[src/logic/sae_consts.vh]
// register map, field positions and reset values of the serial audio control
`ifndef SAE_CONSTS_VH
`define SAE_CONSTS_VH

`define SAE_ADDR_W        8
// register byte offsets
`define SAE_OFF_CTRL      8'h00
`define SAE_OFF_SC2       8'h04
`define SAE_OFF_DATA      8'h08
`define SAE_OFF_STAT      8'h0C
`define SAE_OFF_INT_ST    8'h10
`define SAE_OFF_INT_MASK  8'h14

// control register
`define SAE_CTRL_ON       15

// serial_control_two fields
`define SAE_SC2_SGNEXT    15
`define SAE_SC2_FE_EN     12
`define SAE_SC2_OVF_EN    11
`define SAE_SC2_UND_EN    10
`define SAE_SC2_IGN_OVF   9
`define SAE_SC2_IGN_UND   8
`define SAE_SC2_AUD_EN    7
`define SAE_SC2_MONO      3
`define SAE_SC2_FMT_HI    1
`define SAE_SC2_FMT_LO    0

// status register
`define SAE_ST_OVF        0
`define SAE_ST_UND        1
`define SAE_ST_FE         2
`define SAE_ST_HALT       3
`define SAE_ST_RX_EMPTY   4
`define SAE_ST_TX_FULL    5
`define SAE_ST_RX_FULL    6

// interrupt status and mask
`define SAE_INT_W         3
`define SAE_INT_ERR       0
`define SAE_INT_RX        1
`define SAE_INT_TX        2

// framing select codes
`define SAE_FMT_I2S       2'h0
`define SAE_FMT_LJ        2'h1
`define SAE_FMT_RJ        2'h2
`define SAE_FMT_DSP       2'h3

// reset values
`define SAE_RST_CTRL      1'h0
`define SAE_RST_SC2       16'h0000
`define SAE_RST_MASK      3'h0

`endif

[src/logic/sae_mem.v]
// small word memory for the receive fifo, registered read port
`default_nettype none

module sae_mem #(
  parameter WIDTH = 16,
  parameter AW    = 2
) (
  // clock and enable
  input  wire             clk_in,
  input  wire             ce_in,
  // write port
  input  wire             wr_en_in,
  input  wire [AW-1:0]    wr_addr_in,
  input  wire [WIDTH-1:0] wr_data_in,
  // read port
  input  wire [AW-1:0]    rd_addr_in,
  output reg  [WIDTH-1:0] rd_data_out
);

  reg [WIDTH-1:0] mem [0:(1<<AW)-1];

  always @(posedge clk_in) begin
    if (ce_in) begin
      if (wr_en_in)
        mem[wr_addr_in] <= wr_data_in;
      rd_data_out <= mem[rd_addr_in];
    end
  end

endmodule // sae_mem

`default_nettype wire

[src/logic/sae_ctrl.v]
// serial audio control: error events, overflow and underrun policy, framing
`default_nettype none
`include "sae_consts.vh"

// How it works
// - rx data read sign extends when rx_sign_extend is set, else zero fills
// - frame error raises an error event only when frame_err_event_en is set
// - rx overflow raises an error event only when rx_overflow_event_en set
// - tx underrun raises an error event only when tx_underrun_event_en set
// - ignore_rx_overflow set: fifo kept, incoming words dropped while full
// - ignore_rx_overflow clear: overflow halts the serial unit
// - ignore_tx_underrun set: zeros shifted out until tx_buffer refilled
// - ignore_tx_underrun clear: underrun halts the serial unit
// - audio_protocol_en selects codec framing, otherwise plain select framing
// - mono sends each tx word on left and right channels
// - framing select: 00 i2s, 01 left, 10 right justified, 11 pcm/dsp
// - mono and framing select act only while audio_protocol_en is one
// - unused register bits read zero and ignore writes
module sae_ctrl #(
  parameter DATA_W  = 16,
  parameter SLOT_W  = 32,
  parameter FIFO_AW = 2
) (
  // clock, reset, enable
  input  wire                   clk_in,
  input  wire                   rstn_in,
  input  wire                   ce_in,
  // apb slave
  input  wire                   psel_in,
  input  wire                   penable_in,
  input  wire                   pwrite_in,
  input  wire [`SAE_ADDR_W-1:0] paddr_in,
  input  wire [31:0]            pwdata_in,
  output reg  [31:0]            prdata_out,
  output reg                    pready_out,
  output reg                    pslverr_out,
  // link pins
  input  wire                   sclk_in,
  input  wire                   lrck_in,
  input  wire                   sdi_in,
  output reg                    sdo_out,
  // events
  output reg                    irq_out,
  output reg                    err_event_out
);

  localparam CNT_W = 6;
  localparam [CNT_W-1:0] POS_MAX = 6'h3F;
  localparam [CNT_W:0]   DW_C    = DATA_W[CNT_W:0];
  localparam [CNT_W-1:0] OFF_ONE = 6'h01;
  localparam [CNT_W-1:0] DW_M1   = DATA_W[CNT_W-1:0] - OFF_ONE;
  localparam [CNT_W-1:0] OFF_RJ  = SLOT_W[CNT_W-1:0] - DATA_W[CNT_W-1:0];
  localparam [CNT_W-1:0] OFF_DSR = DATA_W[CNT_W-1:0] + OFF_ONE;

  // bit position where a channel's word starts
  function [CNT_W-1:0] slot_off;
    input       aud;
    input [1:0] fmt;
    input       right;
    begin
      if (!aud)
        slot_off = {CNT_W{1'b0}};
      else begin
        case (fmt)
          `SAE_FMT_I2S: slot_off = OFF_ONE;
          `SAE_FMT_LJ:  slot_off = {CNT_W{1'b0}};
          `SAE_FMT_RJ:  slot_off = OFF_RJ;
          default:      slot_off = right ? OFF_DSR : OFF_ONE;
        endcase
      end
    end
  endfunction

  // which channel a bit position belongs to
  function is_right;
    input             aud;
    input [1:0]       fmt;
    input             lr;
    input [CNT_W-1:0] p;
    begin
      if (!aud)
        is_right = 1'b0;
      else if (fmt == `SAE_FMT_I2S)
        is_right = lr;
      else if (fmt == `SAE_FMT_DSP)
        is_right = (p >= OFF_DSR);
      else
        is_right = ~lr;
    end
  endfunction

  function in_win;
    input [CNT_W-1:0] p;
    input [CNT_W-1:0] off;
    begin
      in_win = (p >= off) && ({1'b0, p} < ({1'b0, off} + DW_C));
    end
  endfunction

  // control and status state
  reg                   module_en;
  reg                   rx_sign_extend;
  reg                   frame_err_event_en;
  reg                   rx_overflow_event_en;
  reg                   tx_underrun_event_en;
  reg                   ignore_rx_overflow;
  reg                   ignore_tx_underrun;
  reg                   audio_protocol_en;
  reg                   audio_mono_format;
  reg  [1:0]            audio_framing_select;
  reg                   rx_overflow_status;
  reg                   tx_underrun_status;
  reg                   frame_error_flag;
  reg                   halted;
  reg  [`SAE_INT_W-1:0] int_st;
  reg  [`SAE_INT_W-1:0] int_mask;
  reg  [DATA_W-1:0]     tx_buffer;
  reg                   tx_full;
  reg  [FIFO_AW:0]      wr_ptr;
  reg  [FIFO_AW:0]      rd_ptr;

  // pin synchronisers
  reg  [2:0]            sclk_s;
  reg  [2:0]            lr_s;
  reg  [2:0]            sdi_s;
  reg                   sclk_l;
  reg                   lr_l;
  reg                   lr_at_fall;

  // link state
  reg  [CNT_W-1:0]      pos;
  reg  [CNT_W-1:0]      rx_n;
  reg  [DATA_W-1:0]     rx_sh;
  reg  [DATA_W-1:0]     tx_sh;
  reg  [DATA_W-1:0]     mono_word;

  wire [DATA_W-1:0]     rx_q;

  // a level counts once the second and third stages agree
  wire sclk_nx = (sclk_s[1] == sclk_s[2]) ? sclk_s[2] : sclk_l;
  wire lr_nx   = (lr_s[1] == lr_s[2]) ? lr_s[2] : lr_l;
  wire sdi_nx  = (sdi_s[1] == sdi_s[2]) ? sdi_s[2] : 1'b0;
  wire sclk_rise = sclk_nx & ~sclk_l;
  wire sclk_fall = ~sclk_nx & sclk_l;

  wire run  = module_en & ~halted;
  wire aud  = audio_protocol_en;
  wire mono = aud & audio_mono_format;
  wire [1:0] fmt = audio_framing_select;

  // codec framing starts at a word select change seen on a falling
  // bit clock, a rise only in pcm/dsp; plain framing starts when the select pin falls
  wire start_ev = aud ?
    (sclk_fall & (lr_nx != lr_at_fall) &
     ((fmt != `SAE_FMT_DSP) | lr_nx)) :
    (lr_l & ~lr_nx);
  wire abort_ev = start_ev | (~aud & lr_nx & ~lr_l);

  wire [CNT_W-1:0] np = start_ev ? {CNT_W{1'b0}} :
                        (pos == POS_MAX) ? pos : pos + OFF_ONE;

  // transmit side works on the position about to be driven
  wire right_nx = is_right(aud, fmt, lr_nx, np);
  wire [CNT_W-1:0] off_nx = slot_off(aud, fmt, right_nx);
  wire tx_win = in_win(np, off_nx) & (aud | ~lr_nx);
  wire tx_step = run & (start_ev | sclk_fall);
  wire tx_load = tx_step & tx_win & (np == off_nx);
  wire need_new = ~(mono & right_nx);
  wire [DATA_W-1:0] tx_word = ~need_new ? mono_word :
                              tx_full ? tx_buffer : {DATA_W{1'b0}};
  wire take_ev = tx_load & need_new & tx_full;
  wire und_ev  = tx_load & need_new & ~tx_full;

  // receive side samples at the current position
  wire right_c = is_right(aud, fmt, lr_l, pos);
  wire rx_win = in_win(pos, slot_off(aud, fmt, right_c)) & (aud | ~lr_l);
  wire push_ev = run & ~abort_ev & sclk_rise & rx_win & (rx_n == DW_M1);
  wire fe_ev = run & abort_ev & (rx_n != {CNT_W{1'b0}});

  wire rx_empty = (wr_ptr == rd_ptr);
  wire rx_full  = (wr_ptr == {~rd_ptr[FIFO_AW], rd_ptr[FIFO_AW-1:0]});
  wire ovf_ev   = push_ev & rx_full;
  wire wr_en    = push_ev & ~rx_full;

  wire err_ev = (fe_ev & frame_err_event_en) |
                (ovf_ev & rx_overflow_event_en) |
                (und_ev & tx_underrun_event_en);
  wire [`SAE_INT_W-1:0] int_ev = {take_ev, wr_en, err_ev};

  // apb decode
  wire apb_done = psel_in & penable_in & pready_out;
  wire wr_done  = apb_done & pwrite_in;
  wire hit_ctrl = (paddr_in == `SAE_OFF_CTRL);
  wire hit_sc2  = (paddr_in == `SAE_OFF_SC2);
  wire hit_data = (paddr_in == `SAE_OFF_DATA);
  wire hit_stat = (paddr_in == `SAE_OFF_STAT);
  wire hit_ist  = (paddr_in == `SAE_OFF_INT_ST);
  wire hit_msk  = (paddr_in == `SAE_OFF_INT_MASK);
  wire mapped   = hit_ctrl | hit_sc2 | hit_data | hit_stat | hit_ist | hit_msk;
  wire pop_ev   = apb_done & ~pwrite_in & hit_data & ~rx_empty;

  wire [15:0] sc2_val = {rx_sign_extend, 2'h0, frame_err_event_en,
                         rx_overflow_event_en, tx_underrun_event_en,
                         ignore_rx_overflow, ignore_tx_underrun,
                         audio_protocol_en, 3'h0, audio_mono_format,
                         1'h0, audio_framing_select};
  wire [6:0] stat_val = {rx_full, tx_full, rx_empty, halted,
                         frame_error_flag, tx_underrun_status,
                         rx_overflow_status};
  wire [31:0] rx_val = rx_empty ? 32'h00000000 :
    rx_sign_extend ? {{(32-DATA_W){rx_q[DATA_W-1]}}, rx_q} :
                     {{(32-DATA_W){1'b0}}, rx_q};

  reg [31:0] next_prdata;
  always @* begin
    next_prdata = 32'h00000000;
    if (hit_ctrl)
      next_prdata[`SAE_CTRL_ON] = module_en;
    if (hit_sc2)
      next_prdata = {16'h0000, sc2_val};
    if (hit_data)
      next_prdata = rx_val;
    if (hit_stat)
      next_prdata = {25'h0000000, stat_val};
    if (hit_ist)
      next_prdata = {{(32-`SAE_INT_W){1'b0}}, int_st};
    if (hit_msk)
      next_prdata = {{(32-`SAE_INT_W){1'b0}}, int_mask};
  end

  sae_mem #(
    .WIDTH (DATA_W),
    .AW    (FIFO_AW)
  ) u_rx_mem (
    .clk_in      (clk_in),
    .ce_in       (ce_in),
    .wr_en_in    (wr_en),
    .wr_addr_in  (wr_ptr[FIFO_AW-1:0]),
    .wr_data_in  ({rx_sh[DATA_W-2:0], sdi_nx}),
    .rd_addr_in  (rd_ptr[FIFO_AW-1:0]),
    .rd_data_out (rx_q)
  );

  // synchronisers
  always @(posedge clk_in or negedge rstn_in) begin
    if (!rstn_in) begin
      sclk_s     <= 3'h0;
      lr_s       <= 3'h0;
      sdi_s      <= 3'h0;
      sclk_l     <= 1'b0;
      lr_l       <= 1'b0;
      lr_at_fall <= 1'b0;
    end else if (ce_in) begin
      sclk_s <= {sclk_s[1:0], sclk_in};
      lr_s   <= {lr_s[1:0], lrck_in};
      sdi_s  <= {sdi_s[1:0], sdi_in};
      sclk_l <= sclk_nx;
      lr_l   <= lr_nx;
      if (sclk_fall | ~run) // idle: follow pin, first frame is seen
        lr_at_fall <= lr_nx;
    end
  end

  // link shift engine
  always @(posedge clk_in or negedge rstn_in) begin
    if (!rstn_in) begin
      pos       <= POS_MAX;
      rx_n      <= {CNT_W{1'b0}};
      rx_sh     <= {DATA_W{1'b0}};
      tx_sh     <= {DATA_W{1'b0}};
      mono_word <= {DATA_W{1'b0}};
      sdo_out   <= 1'b0;
    end else if (ce_in) begin
      if (!run) begin
        // a halted unit sits silent until software disables it
        pos     <= POS_MAX;
        rx_n    <= {CNT_W{1'b0}};
        sdo_out <= 1'b0;
      end else begin
        if (tx_step) begin
          pos <= np;
          if (tx_load) begin
            tx_sh   <= tx_word;
            sdo_out <= tx_word[DATA_W-1];
            if (need_new)
              mono_word <= tx_word;
          end else if (tx_win) begin
            tx_sh   <= {tx_sh[DATA_W-2:0], 1'b0};
            sdo_out <= tx_sh[DATA_W-2];
          end else
            sdo_out <= 1'b0;
        end
        if (abort_ev)
          rx_n <= {CNT_W{1'b0}};
        else if (sclk_rise & rx_win) begin
          rx_sh <= {rx_sh[DATA_W-2:0], sdi_nx};
          rx_n  <= (rx_n == DW_M1) ? {CNT_W{1'b0}} : rx_n + OFF_ONE;
        end
      end
    end
  end

  // registers, flags and apb answer
  always @(posedge clk_in or negedge rstn_in) begin
    if (!rstn_in) begin
      module_en            <= `SAE_RST_CTRL;
      {rx_sign_extend, frame_err_event_en, rx_overflow_event_en,
       tx_underrun_event_en, ignore_rx_overflow, ignore_tx_underrun,
       audio_protocol_en, audio_mono_format} <= 8'h00;
      audio_framing_select <= 2'h0;
      rx_overflow_status   <= 1'b0;
      tx_underrun_status   <= 1'b0;
      frame_error_flag     <= 1'b0;
      halted               <= 1'b0;
      int_st               <= {`SAE_INT_W{1'b0}};
      int_mask             <= `SAE_RST_MASK;
      tx_buffer            <= {DATA_W{1'b0}};
      tx_full              <= 1'b0;
      wr_ptr               <= {(FIFO_AW+1){1'b0}};
      rd_ptr               <= {(FIFO_AW+1){1'b0}};
      prdata_out           <= 32'h00000000;
      pready_out           <= 1'b0;
      pslverr_out          <= 1'b0;
      irq_out              <= 1'b0;
      err_event_out        <= 1'b0;
    end else if (ce_in) begin
      // one wait state: answer in the second access cycle
      pready_out  <= psel_in & penable_in & ~pready_out;
      prdata_out  <= next_prdata;
      pslverr_out <= psel_in & penable_in & ~pready_out & ~mapped;
      if (wr_done & hit_ctrl)
        module_en <= pwdata_in[`SAE_CTRL_ON];
      if (wr_done & hit_sc2) begin
        rx_sign_extend       <= pwdata_in[`SAE_SC2_SGNEXT];
        frame_err_event_en   <= pwdata_in[`SAE_SC2_FE_EN];
        rx_overflow_event_en <= pwdata_in[`SAE_SC2_OVF_EN];
        tx_underrun_event_en <= pwdata_in[`SAE_SC2_UND_EN];
        ignore_rx_overflow   <= pwdata_in[`SAE_SC2_IGN_OVF];
        ignore_tx_underrun   <= pwdata_in[`SAE_SC2_IGN_UND];
        if (!module_en) begin
          audio_protocol_en    <= pwdata_in[`SAE_SC2_AUD_EN];
          audio_mono_format    <= pwdata_in[`SAE_SC2_MONO];
          audio_framing_select <=
            pwdata_in[`SAE_SC2_FMT_HI:`SAE_SC2_FMT_LO];
        end
      end
      // hardware set wins over a write-one clear
      rx_overflow_status <= ovf_ev | (rx_overflow_status &
        ~(wr_done & hit_stat & pwdata_in[`SAE_ST_OVF]));
      tx_underrun_status <= und_ev | (tx_underrun_status &
        ~(wr_done & hit_stat & pwdata_in[`SAE_ST_UND]));
      frame_error_flag <= fe_ev | (frame_error_flag &
        ~(wr_done & hit_stat & pwdata_in[`SAE_ST_FE]));
      if (!module_en)
        halted <= 1'b0;
      else if ((ovf_ev & ~ignore_rx_overflow) |
               (und_ev & ~ignore_tx_underrun))
        halted <= 1'b1;
      int_st <= int_ev | (int_st &
        ~({`SAE_INT_W{wr_done & hit_ist}} & pwdata_in[`SAE_INT_W-1:0]));
      if (wr_done & hit_msk)
        int_mask <= pwdata_in[`SAE_INT_W-1:0];
      irq_out       <= |(int_st & int_mask);
      err_event_out <= err_ev;
      // a write to a full tx buffer is dropped
      if (wr_done & hit_data & ~tx_full) begin
        tx_buffer <= pwdata_in[DATA_W-1:0];
        tx_full   <= 1'b1;
      end else if (take_ev)
        tx_full <= 1'b0;
      if (wr_en)
        wr_ptr <= wr_ptr + {{FIFO_AW{1'b0}}, 1'b1};
      if (pop_ev)
        rd_ptr <= rd_ptr + {{FIFO_AW{1'b0}}, 1'b1};
    end
  end

endmodule // sae_ctrl

`default_nettype wire

[config.mk]
export PLATFORM = sky130hd
export DESIGN_NAME = sae_ctrl
export DESIGN_NICKNAME = d
export VERILOG_FILES = /design/src/logic/sae_mem.v /design/src/logic/sae_ctrl.v
export VERILOG_INCLUDE_DIRS = /design/src /design/src/logic
export SDC_FILE = /design/constraint.sdc
export NUM_CORES = 1
export LEC_CHECK = 0
export ABC_CLOCK_PERIOD_IN_PS = 10450
export BUFFER_PORTS_ARGS = -buffer_cell sky130_fd_sc_hd__buf_2
export CAP_MARGIN = 20
export CELL_PAD_IN_SITES_DETAIL_PLACEMENT = 0
export CELL_PAD_IN_SITES_GLOBAL_PLACEMENT = 2
export CORE_ASPECT_RATIO = 0.8
export CORE_MARGIN = 8
export CORE_UTILIZATION = 23
export DETAILED_ROUTE_END_ITERATION = 12
export PLACE_DENSITY = 0.53
export SYNTH_ARGS = -nofsm -noshare
export SYNTH_HDL_FRONTEND = slang
export SYNTH_SLANG_ARGS = --single-unit
[constraint.sdc]
create_clock -name clk_in -period 10.45 [get_ports clk_in]
set_input_delay 0 -clock clk_in [delete_from_list [all_inputs] [get_ports clk_in]]
set_output_delay 0 -clock clk_in [all_outputs]
set_load 0.01 [all_outputs]
# Yosys cells after proc, flatten, opt, wreduce, memory -nomap -nowiden
# Memory sizes are Yosys's and may differ from the RTL's. A register that Yosys moved wholly into a read port is not among the register bits.
# Cells that the tools add are included.
# totals
in_bits	49
output_inout_bits	37
n_memories	1
ram_bits	64
regBits	151
elab_cells	238
# mem_list
name	words	word_bits	read_ports	rd_ports_with_merged_regs	write_ports	line	text
u_rx_mem.mem	4	16	1	1	1	sae_mem.v:20	reg [WIDTH-1:0] mem [0:(1<<AW)-1];
# classes
order_cmp	6
muxes	47
addsub	6
n_reduce_logical	23
eq_ne	21
n_bitwise	97
# op_table
cell	count
32-bit 2-to-1 mux	6
1-bit bitwise AND	53
16-bit 2-to-1 mux	3
6-bit 2-to-1 mux	8
15-bit 2-to-1 mux	2
5-bit one-hot mux with 3 select lines	2
1-bit 2-to-1 mux	22
1-bit inverter	22
2-bit AND reduction	11
5-bit 2-to-1 mux	4
1-bit bitwise OR	17
8-bit by 4-bit equality test with 1-bit output (second input constant)	2
8-bit by 5-bit equality test with 1-bit output (second input constant)	2
6-bit by 5-bit adder with 7-bit output (second input constant)	2
6-bit by 7-bit less-than comparator with 1-bit output	2
6-bit by 1-bit adder with 6-bit output (second input constant)	2
6-bit by 5-bit greater-or-equal comparator with 1-bit output (second input constant)	2
6-bit greater-or-equal comparator	2
3-bit bitwise AND	3
8-bit by 3-bit equality test with 1-bit output (second input constant)	1
8-bit zero test	1
4-bit AND reduction	2
3-bit by 1-bit adder with 3-bit output (second input constant)	2
3-bit equality test	2
19 further kinds	25

# Depth between registers and ports, before layout
# depth
ltp_word	27
depth_mapped	16

# By module
# From an unflattened synthesis, not the netlist that was laid out.
# hier_totals
hier_cells	748
area_unflattened_um2	9900.7
# modules_own_cells
module	seq_area_each_um2	area_per_inst_um2	n_inst	cells_per_inst
sae_ctrl	3410.8	7035.5	1	644
sae_mem	2402.3	2865.2	1	104

# Least setup slack after synthesis
# No wires, ideal clock.
# synth_timing
path_kind	flip-flop to flip-flop
startpoint	reg pos[1]
endpoint	mem u_rx_mem.mem[3][0] (enable)
arrival_ns	3.511
path_stages_with_launch	14
setup_ns	0.375
slack_ns	6.564
cell_sequence	dfstp_2 -> inv_1 -> ha_1 -> or4b_2 -> a21oi_1 -> o21ai_0 -> a21o_1 -> nand2_1 -> ha_1 -> a21boi_0 -> o31a_1 -> nand3_1 -> nor4_2 -> and2_1
# synth_via
elab_chain_len	17
elab_cells_between_ends	18
# synth_lines
item	line	text
start: declaration	sae_ctrl.v:131	reg [CNT_W-1:0] pos;
start signal: assignment	sae_ctrl.v:281	pos <= np;
6-bit by 5-bit greater-or-equal comparator with 1-bit output	sae_ctrl.v:86	is_right = (p >= OFF_DSR);
1-bit 2-to-1 mux	sae_ctrl.v:85	else if (fmt == `SAE_FMT_DSP)
1-bit 2-to-1 mux	sae_ctrl.v:83	else if (fmt == `SAE_FMT_I2S)
1-bit 2-to-1 mux	sae_ctrl.v:81	if (!aud)
5-bit 2-to-1 mux	sae_ctrl.v:68	default: slot_off = right ? OFF_DSR : OFF_ONE;
5-bit one-hot mux with 3 select lines	sae_ctrl.v:64	case (fmt)
5-bit 2-to-1 mux	sae_ctrl.v:61	if (!aud)
6-bit by 5-bit adder with 7-bit output	sae_ctrl.v:96	in_win = (p >= off) && ({1'b0, p} < ({1'b0, off} + DW_C));
6-bit by 7-bit less-than comparator with 1-bit output	sae_ctrl.v:96	
1-bit logical AND *	sae_ctrl.v:96	
1-bit bitwise AND *	sae_ctrl.v:176	wire rx_win = in_win(pos, slot_off(aud, fmt, right_c)) & (aud | ~lr_l);
1-bit bitwise AND * (2 in series)	sae_ctrl.v:177	wire push_ev = run & ~abort_ev & sclk_rise & rx_win & (rx_n == DW_M1);
1-bit bitwise AND *	sae_ctrl.v:183	wire wr_en = push_ev & ~rx_full;
1-bit 2-to-1 mux *	sae_mem.v:24	if (wr_en_in)
1-bit 2-to-1 mux *	sae_mem.v:23	if (ce_in) begin
1-bit 2-to-1 mux (implied by the code) *	sae_mem.v:25	mem[wr_addr_in] <= wr_data_in;
end: declaration	sae_mem.v:20	
# Mark *: on every way between the ends. The rest lies on a longest branch, timed or not.

# Final worst setup path
# layout_timing
startpoint	reg pos[0]
endpoint	reg halted
# layout_via
elab_chain_len	22
elab_cells_between_ends	43
# layout_lines
item	line	text
6-bit by 1-bit adder with 6-bit output / 6-bit equality test (equally long branches)	sae_ctrl.v:160	(pos == POS_MAX) ? pos : pos + OFF_ONE;
6-bit 2-to-1 mux	sae_ctrl.v:160	
6-bit 2-to-1 mux	sae_ctrl.v:159	wire [CNT_W-1:0] np = start_ev ? {CNT_W{1'b0}} :
6-bit by 5-bit greater-or-equal comparator with 1-bit output	sae_ctrl.v:86	
1-bit 2-to-1 mux	sae_ctrl.v:85	
1-bit 2-to-1 mux	sae_ctrl.v:83	
1-bit 2-to-1 mux	sae_ctrl.v:81	
5-bit 2-to-1 mux	sae_ctrl.v:68	
(+4 left out)	-	
1-bit logical AND	sae_ctrl.v:96	
1-bit bitwise AND	sae_ctrl.v:165	wire tx_win = in_win(np, off_nx) & (aud | ~lr_nx);
1-bit bitwise AND (2 in series)	sae_ctrl.v:167	wire tx_load = tx_step & tx_win & (np == off_nx);
1-bit bitwise AND (2 in series)	sae_ctrl.v:172	wire und_ev = tx_load & need_new & ~tx_full;
1-bit bitwise AND	sae_ctrl.v:357	(und_ev & ~ignore_tx_underrun))
1-bit bitwise OR *	sae_ctrl.v:356	else if ((ovf_ev & ~ignore_rx_overflow) |
2-bit by 1-bit != test with 1-bit output (no line) *	-	
2-bit AND reduction (no line) *	-	
end signal: assignment	sae_ctrl.v:314	halted <= 1'b0;
end signal: assignment	sae_ctrl.v:355	halted <= 1'b0;
end signal: assignment	sae_ctrl.v:358	halted <= 1'b1;
end: declaration	sae_ctrl.v:114	reg halted;
# Marks and branches as above.
# A chain may end at the register's enable or synchronous reset.

==> results.md <==
- Final Skew: just over 0.02 ns
- Die area: 49750 um^2
- VDD IR-drop max: between 0.1 and 0.15 mV
- Final Cycle Share: between 40 and 50%
- Placed Cells incl. Taps: 1372
- Largest net degree at the start of global routing: 72
- Post-Syn Nets: approximately 860
- Critical path class: reg -> reg
- Met3 usage: between 1.5 and 2%
- CTS max path bufs: 3
- Post CTS Setup Buffer Count: 0
- Worst min-delay path class: in -> reg
- Slew headroom: ~30%
- Most frequent cells after synthesis: dfrtp_1 (130), nand2_1 (88), edfxtp_1 (80)
- Clock-pin slew on the worst setup and hold paths: 0.06 ns
- Met2 track demand over resource: between 10% and 20%
- Post-Synthesis Cells: 793
- Initial DRT Pass Iterations: 4
- Ant diodes: 0
- Clk sink count: roughly 220
- Startpoint type of the worst setup path: register
- Cts bufs inserted: 25
- Core Region: 42080 um^2
- Final Hold Viols: 0
- Final TNS setup: 0 ns
- Setup WS pre-CTS: ~5.3 ns
- Vias per Instance: 4.418
- Main synth FF type: dfrtp_1
- CP Capture Type: register
- Initial antenna violation count: 2
- Synth Cell Area: ~9900 um^2
- Area growth, synth to finish: 19.56%
- Final worst setup slack: ~5.5 ns
- Starting density of the core: a little under a quarter
- DRC viols: 0
- Hold Buf Count CTS: 25
- DP Wirelength: about 17000 um
- Vias post-DR: 6366
- Multi-input gate area: 3654 um^2
- Fraction of registers with async set/reset: a little over three fifths
- Die span in x: roughly 250 um
- RSZ-0062 raised after global routing: false
- Switching portion of total power: a little under a quarter
- Final min period: about 5 ns
- Post-layout util: about 28%
- Post-detailed-route count of antenna-violating nets: 0
- Ratio of cells with drive above 1 in the final layout: roughly 25%
- Max-cap violations: 0
- Root Buffer: clkbuf_16
- PwrDens: roughly 160 nW/um^2
- Int Pwr: about 1.4 mW
- Gr busiest metal: met2
- Syn Area/Cell: ~12 um^2
- Worst Tran Pin Value: 1.056 ns
- Flop pwr share: between 40 and 50%
- Final nets: around 940
- IO Port Bufs: between 60 and 70
- #FFs+latches synth: around 220
- Synth top area share: ~33%
- Syn. warnings: 0
- Chip height: between 200 and 250 um
- Gpl congestion: 0.7175
- F_max: between 0.2 and 0.25 GHz
- Ports: between 80 and 90
- Total Routing Usage GR: between 10% and 20%
- Average wire per standard cell: approximately 18 um
- Initial drt markers: 455
- Sequential cell area fraction in the yosys report: 59.01%
- Final cell count without fillers: 1441
- Total number of H-tree levels: 1
- Reg area: ~5800 um^2
- Dominant cell by count in the synthesized netlist: dfrtp_1
- Status: finished, final reports clean
- Final Slew Violations: 0
- Resized cells post-CTS: 0
- Placed cell area: 10700 um^2
- Top post-synthesis cells by area: dfrtp_1 (33%), edfxtp_1 (24%), mux2_2 (6.5%)
- P_leak: 5.114 nW
- Final setup vio count: 0
- TritonCTS clock tree: done
- Non-Filler Cell Area, Final: around 12000 um^2
- Combinational power share: slightly below 6%
- GRT overflow: 0
- CP max FO: 35
- Final WL: approximately 26000 um
- Distinct cell type count after synthesis: 77
- Clk network pwr share: between 40% and 50%
- CP Data Required Time: about 11 ns
- First-pass GRT wire length: 41120 um
- Clk Latency, worst-skew pair: around 0.55 ns
- Filler cell count: ~4400
- Rows: 67
- EDFF count, synth: 80
- GR Util met1: roughly 15%
- Crit path DAT: around 5.4 ns
- Psw: between 0.4 and 0.5 mW
- Synth area leader: dfrtp_1
- Vias in the first global route: 6597
[cell families (layout without fill, tap and decap cells)]
group	after synthesis	count (layout)	share of synthesized area, %
AND/OR/NAND/NOR	220	220	11.05
buffers and inverters	84	180	4.014
multiplexers	77	77	10.63
adder cells (fa/ha/maj)	23	23	2.909
XOR/XNOR	8	8	0.7113
AO/OA/AOI/OAI	165	165	11.67
flip-flops	216	216	59.01
[critical path, cell delays in order, from the launching register on]
cell and delay, ns:
dfstp_2 0.64, inv_1 0.11, ha_1 0.33, a2111oi_2 0.52, a21oi_1 0.21, o211a_1 0.25
o21ai_0 0.34, ha_1 0.33, nor3b_1 0.17, a2111oi_4 0.42, nand4_2 0.80, or3_1 0.64
a2bb2oi_1 0.13
[through the flow]
stage	hold WS [ns]	total power [mW]
after floorplan	-0.2956	0.9773
after global routing	0.02214	1.976
after detailed placement	0.1144	1.027
final	0.02251	1.895
after global placement	0.1215	1.028
after CTS	0.002043	1.932
[layer usage]
| layer | vias up | routed length [um] |
|---|---|---|
| met5 | - | 14 |
| met4 | 2 | 428 |
| met3 | 29 | 1029 |
| met2 | 100 | 11970 |
| met1 | 3164 | 12950 |
| li1 | 3071 | - |
[cell type report]
type / instances / share of cell area, %
Tap cell: 552 / 5.864
Sequential cell: 216 / 49.36
Clock buffer: 32 / 5.790
Inverter: 33 / 1.052
Multi-Input combinational cell: 493 / 31.02
Clock inverter: 11 / 1.105
Timing Repair Buffer: 104 / 5.811
[layout by cell type, fill, tap and decap left out, types with 17 or more instances in the layout]
| cell type | count |
|---|---|
| a21oi_1 | 23 |
| buf_2 | 68 |
| clkbuf_16 | 25 |
| dfrtp_1 | 130 |
| dlygate4sd3_1 | 25 |
| edfxtp_1 | 80 |
| ha_1 | 22 |
| inv_1 | 33 |
| mux2_2 | 57 |
| nand2_1 | 88 |
| nor2_1 | 54 |
| o21ai_0 | 45 |
| o31ai_1 | 17 |
[flip-flops by register name (all words and copies together) (netlist names), 6 cells and up]
name	flops
rx_n	6
u_rx_mem.mem	64
u_rx_mem.rd_data_out	16
rx_sh	15
pos	6
tx_sh	15
mono_word	16
prdata_out	17
tx_buffer	16
[path summary, 6_finish.rpt]
| check | from | cells past startpoint | end | slack [ns] |
|---|---|---|---|---|
| max in group asynchronous | rstn_in | 3 | tx_buffer[11]$_DFFE_PN0P_ | 9.01 |
| worst min register to register | tx_sh[2]$_DFFE_PN0P_ | 2 | tx_sh[2]$_DFFE_PN0P_ | 0.48 |
| min in group asynchronous | rstn_in | 2 | irq_out$_DFFE_PN0P_ | 0.09 |
| worst max-delay path | pos[0]$_DFFE_PN1P_ | 12 | halted$_DFFE_PN0P_ | 5.47 |
| worst min-delay path | paddr_in[0] | 3 | pslverr_out$_DFFE_PN0P_ | 0.02 |
| worst max register to register | pos[0]$_DFFE_PN1P_ | 12 | halted$_DFFE_PN0P_ | 5.47 |
[power by group through the flow]
stage / logic, mW / clock network, mW / registers, mW
after floorplan: 0.0604 / 0 / 0.917
after global placement: 0.107 / 0 / 0.921
after detailed placement: 0.106 / 0 / 0.921
after CTS: 0.114 / 0.913 / 0.904
after global routing: 0.124 / 0.945 / 0.906
final: 0.111 / 0.879 / 0.905
Power figures use the tool's default switching activity.
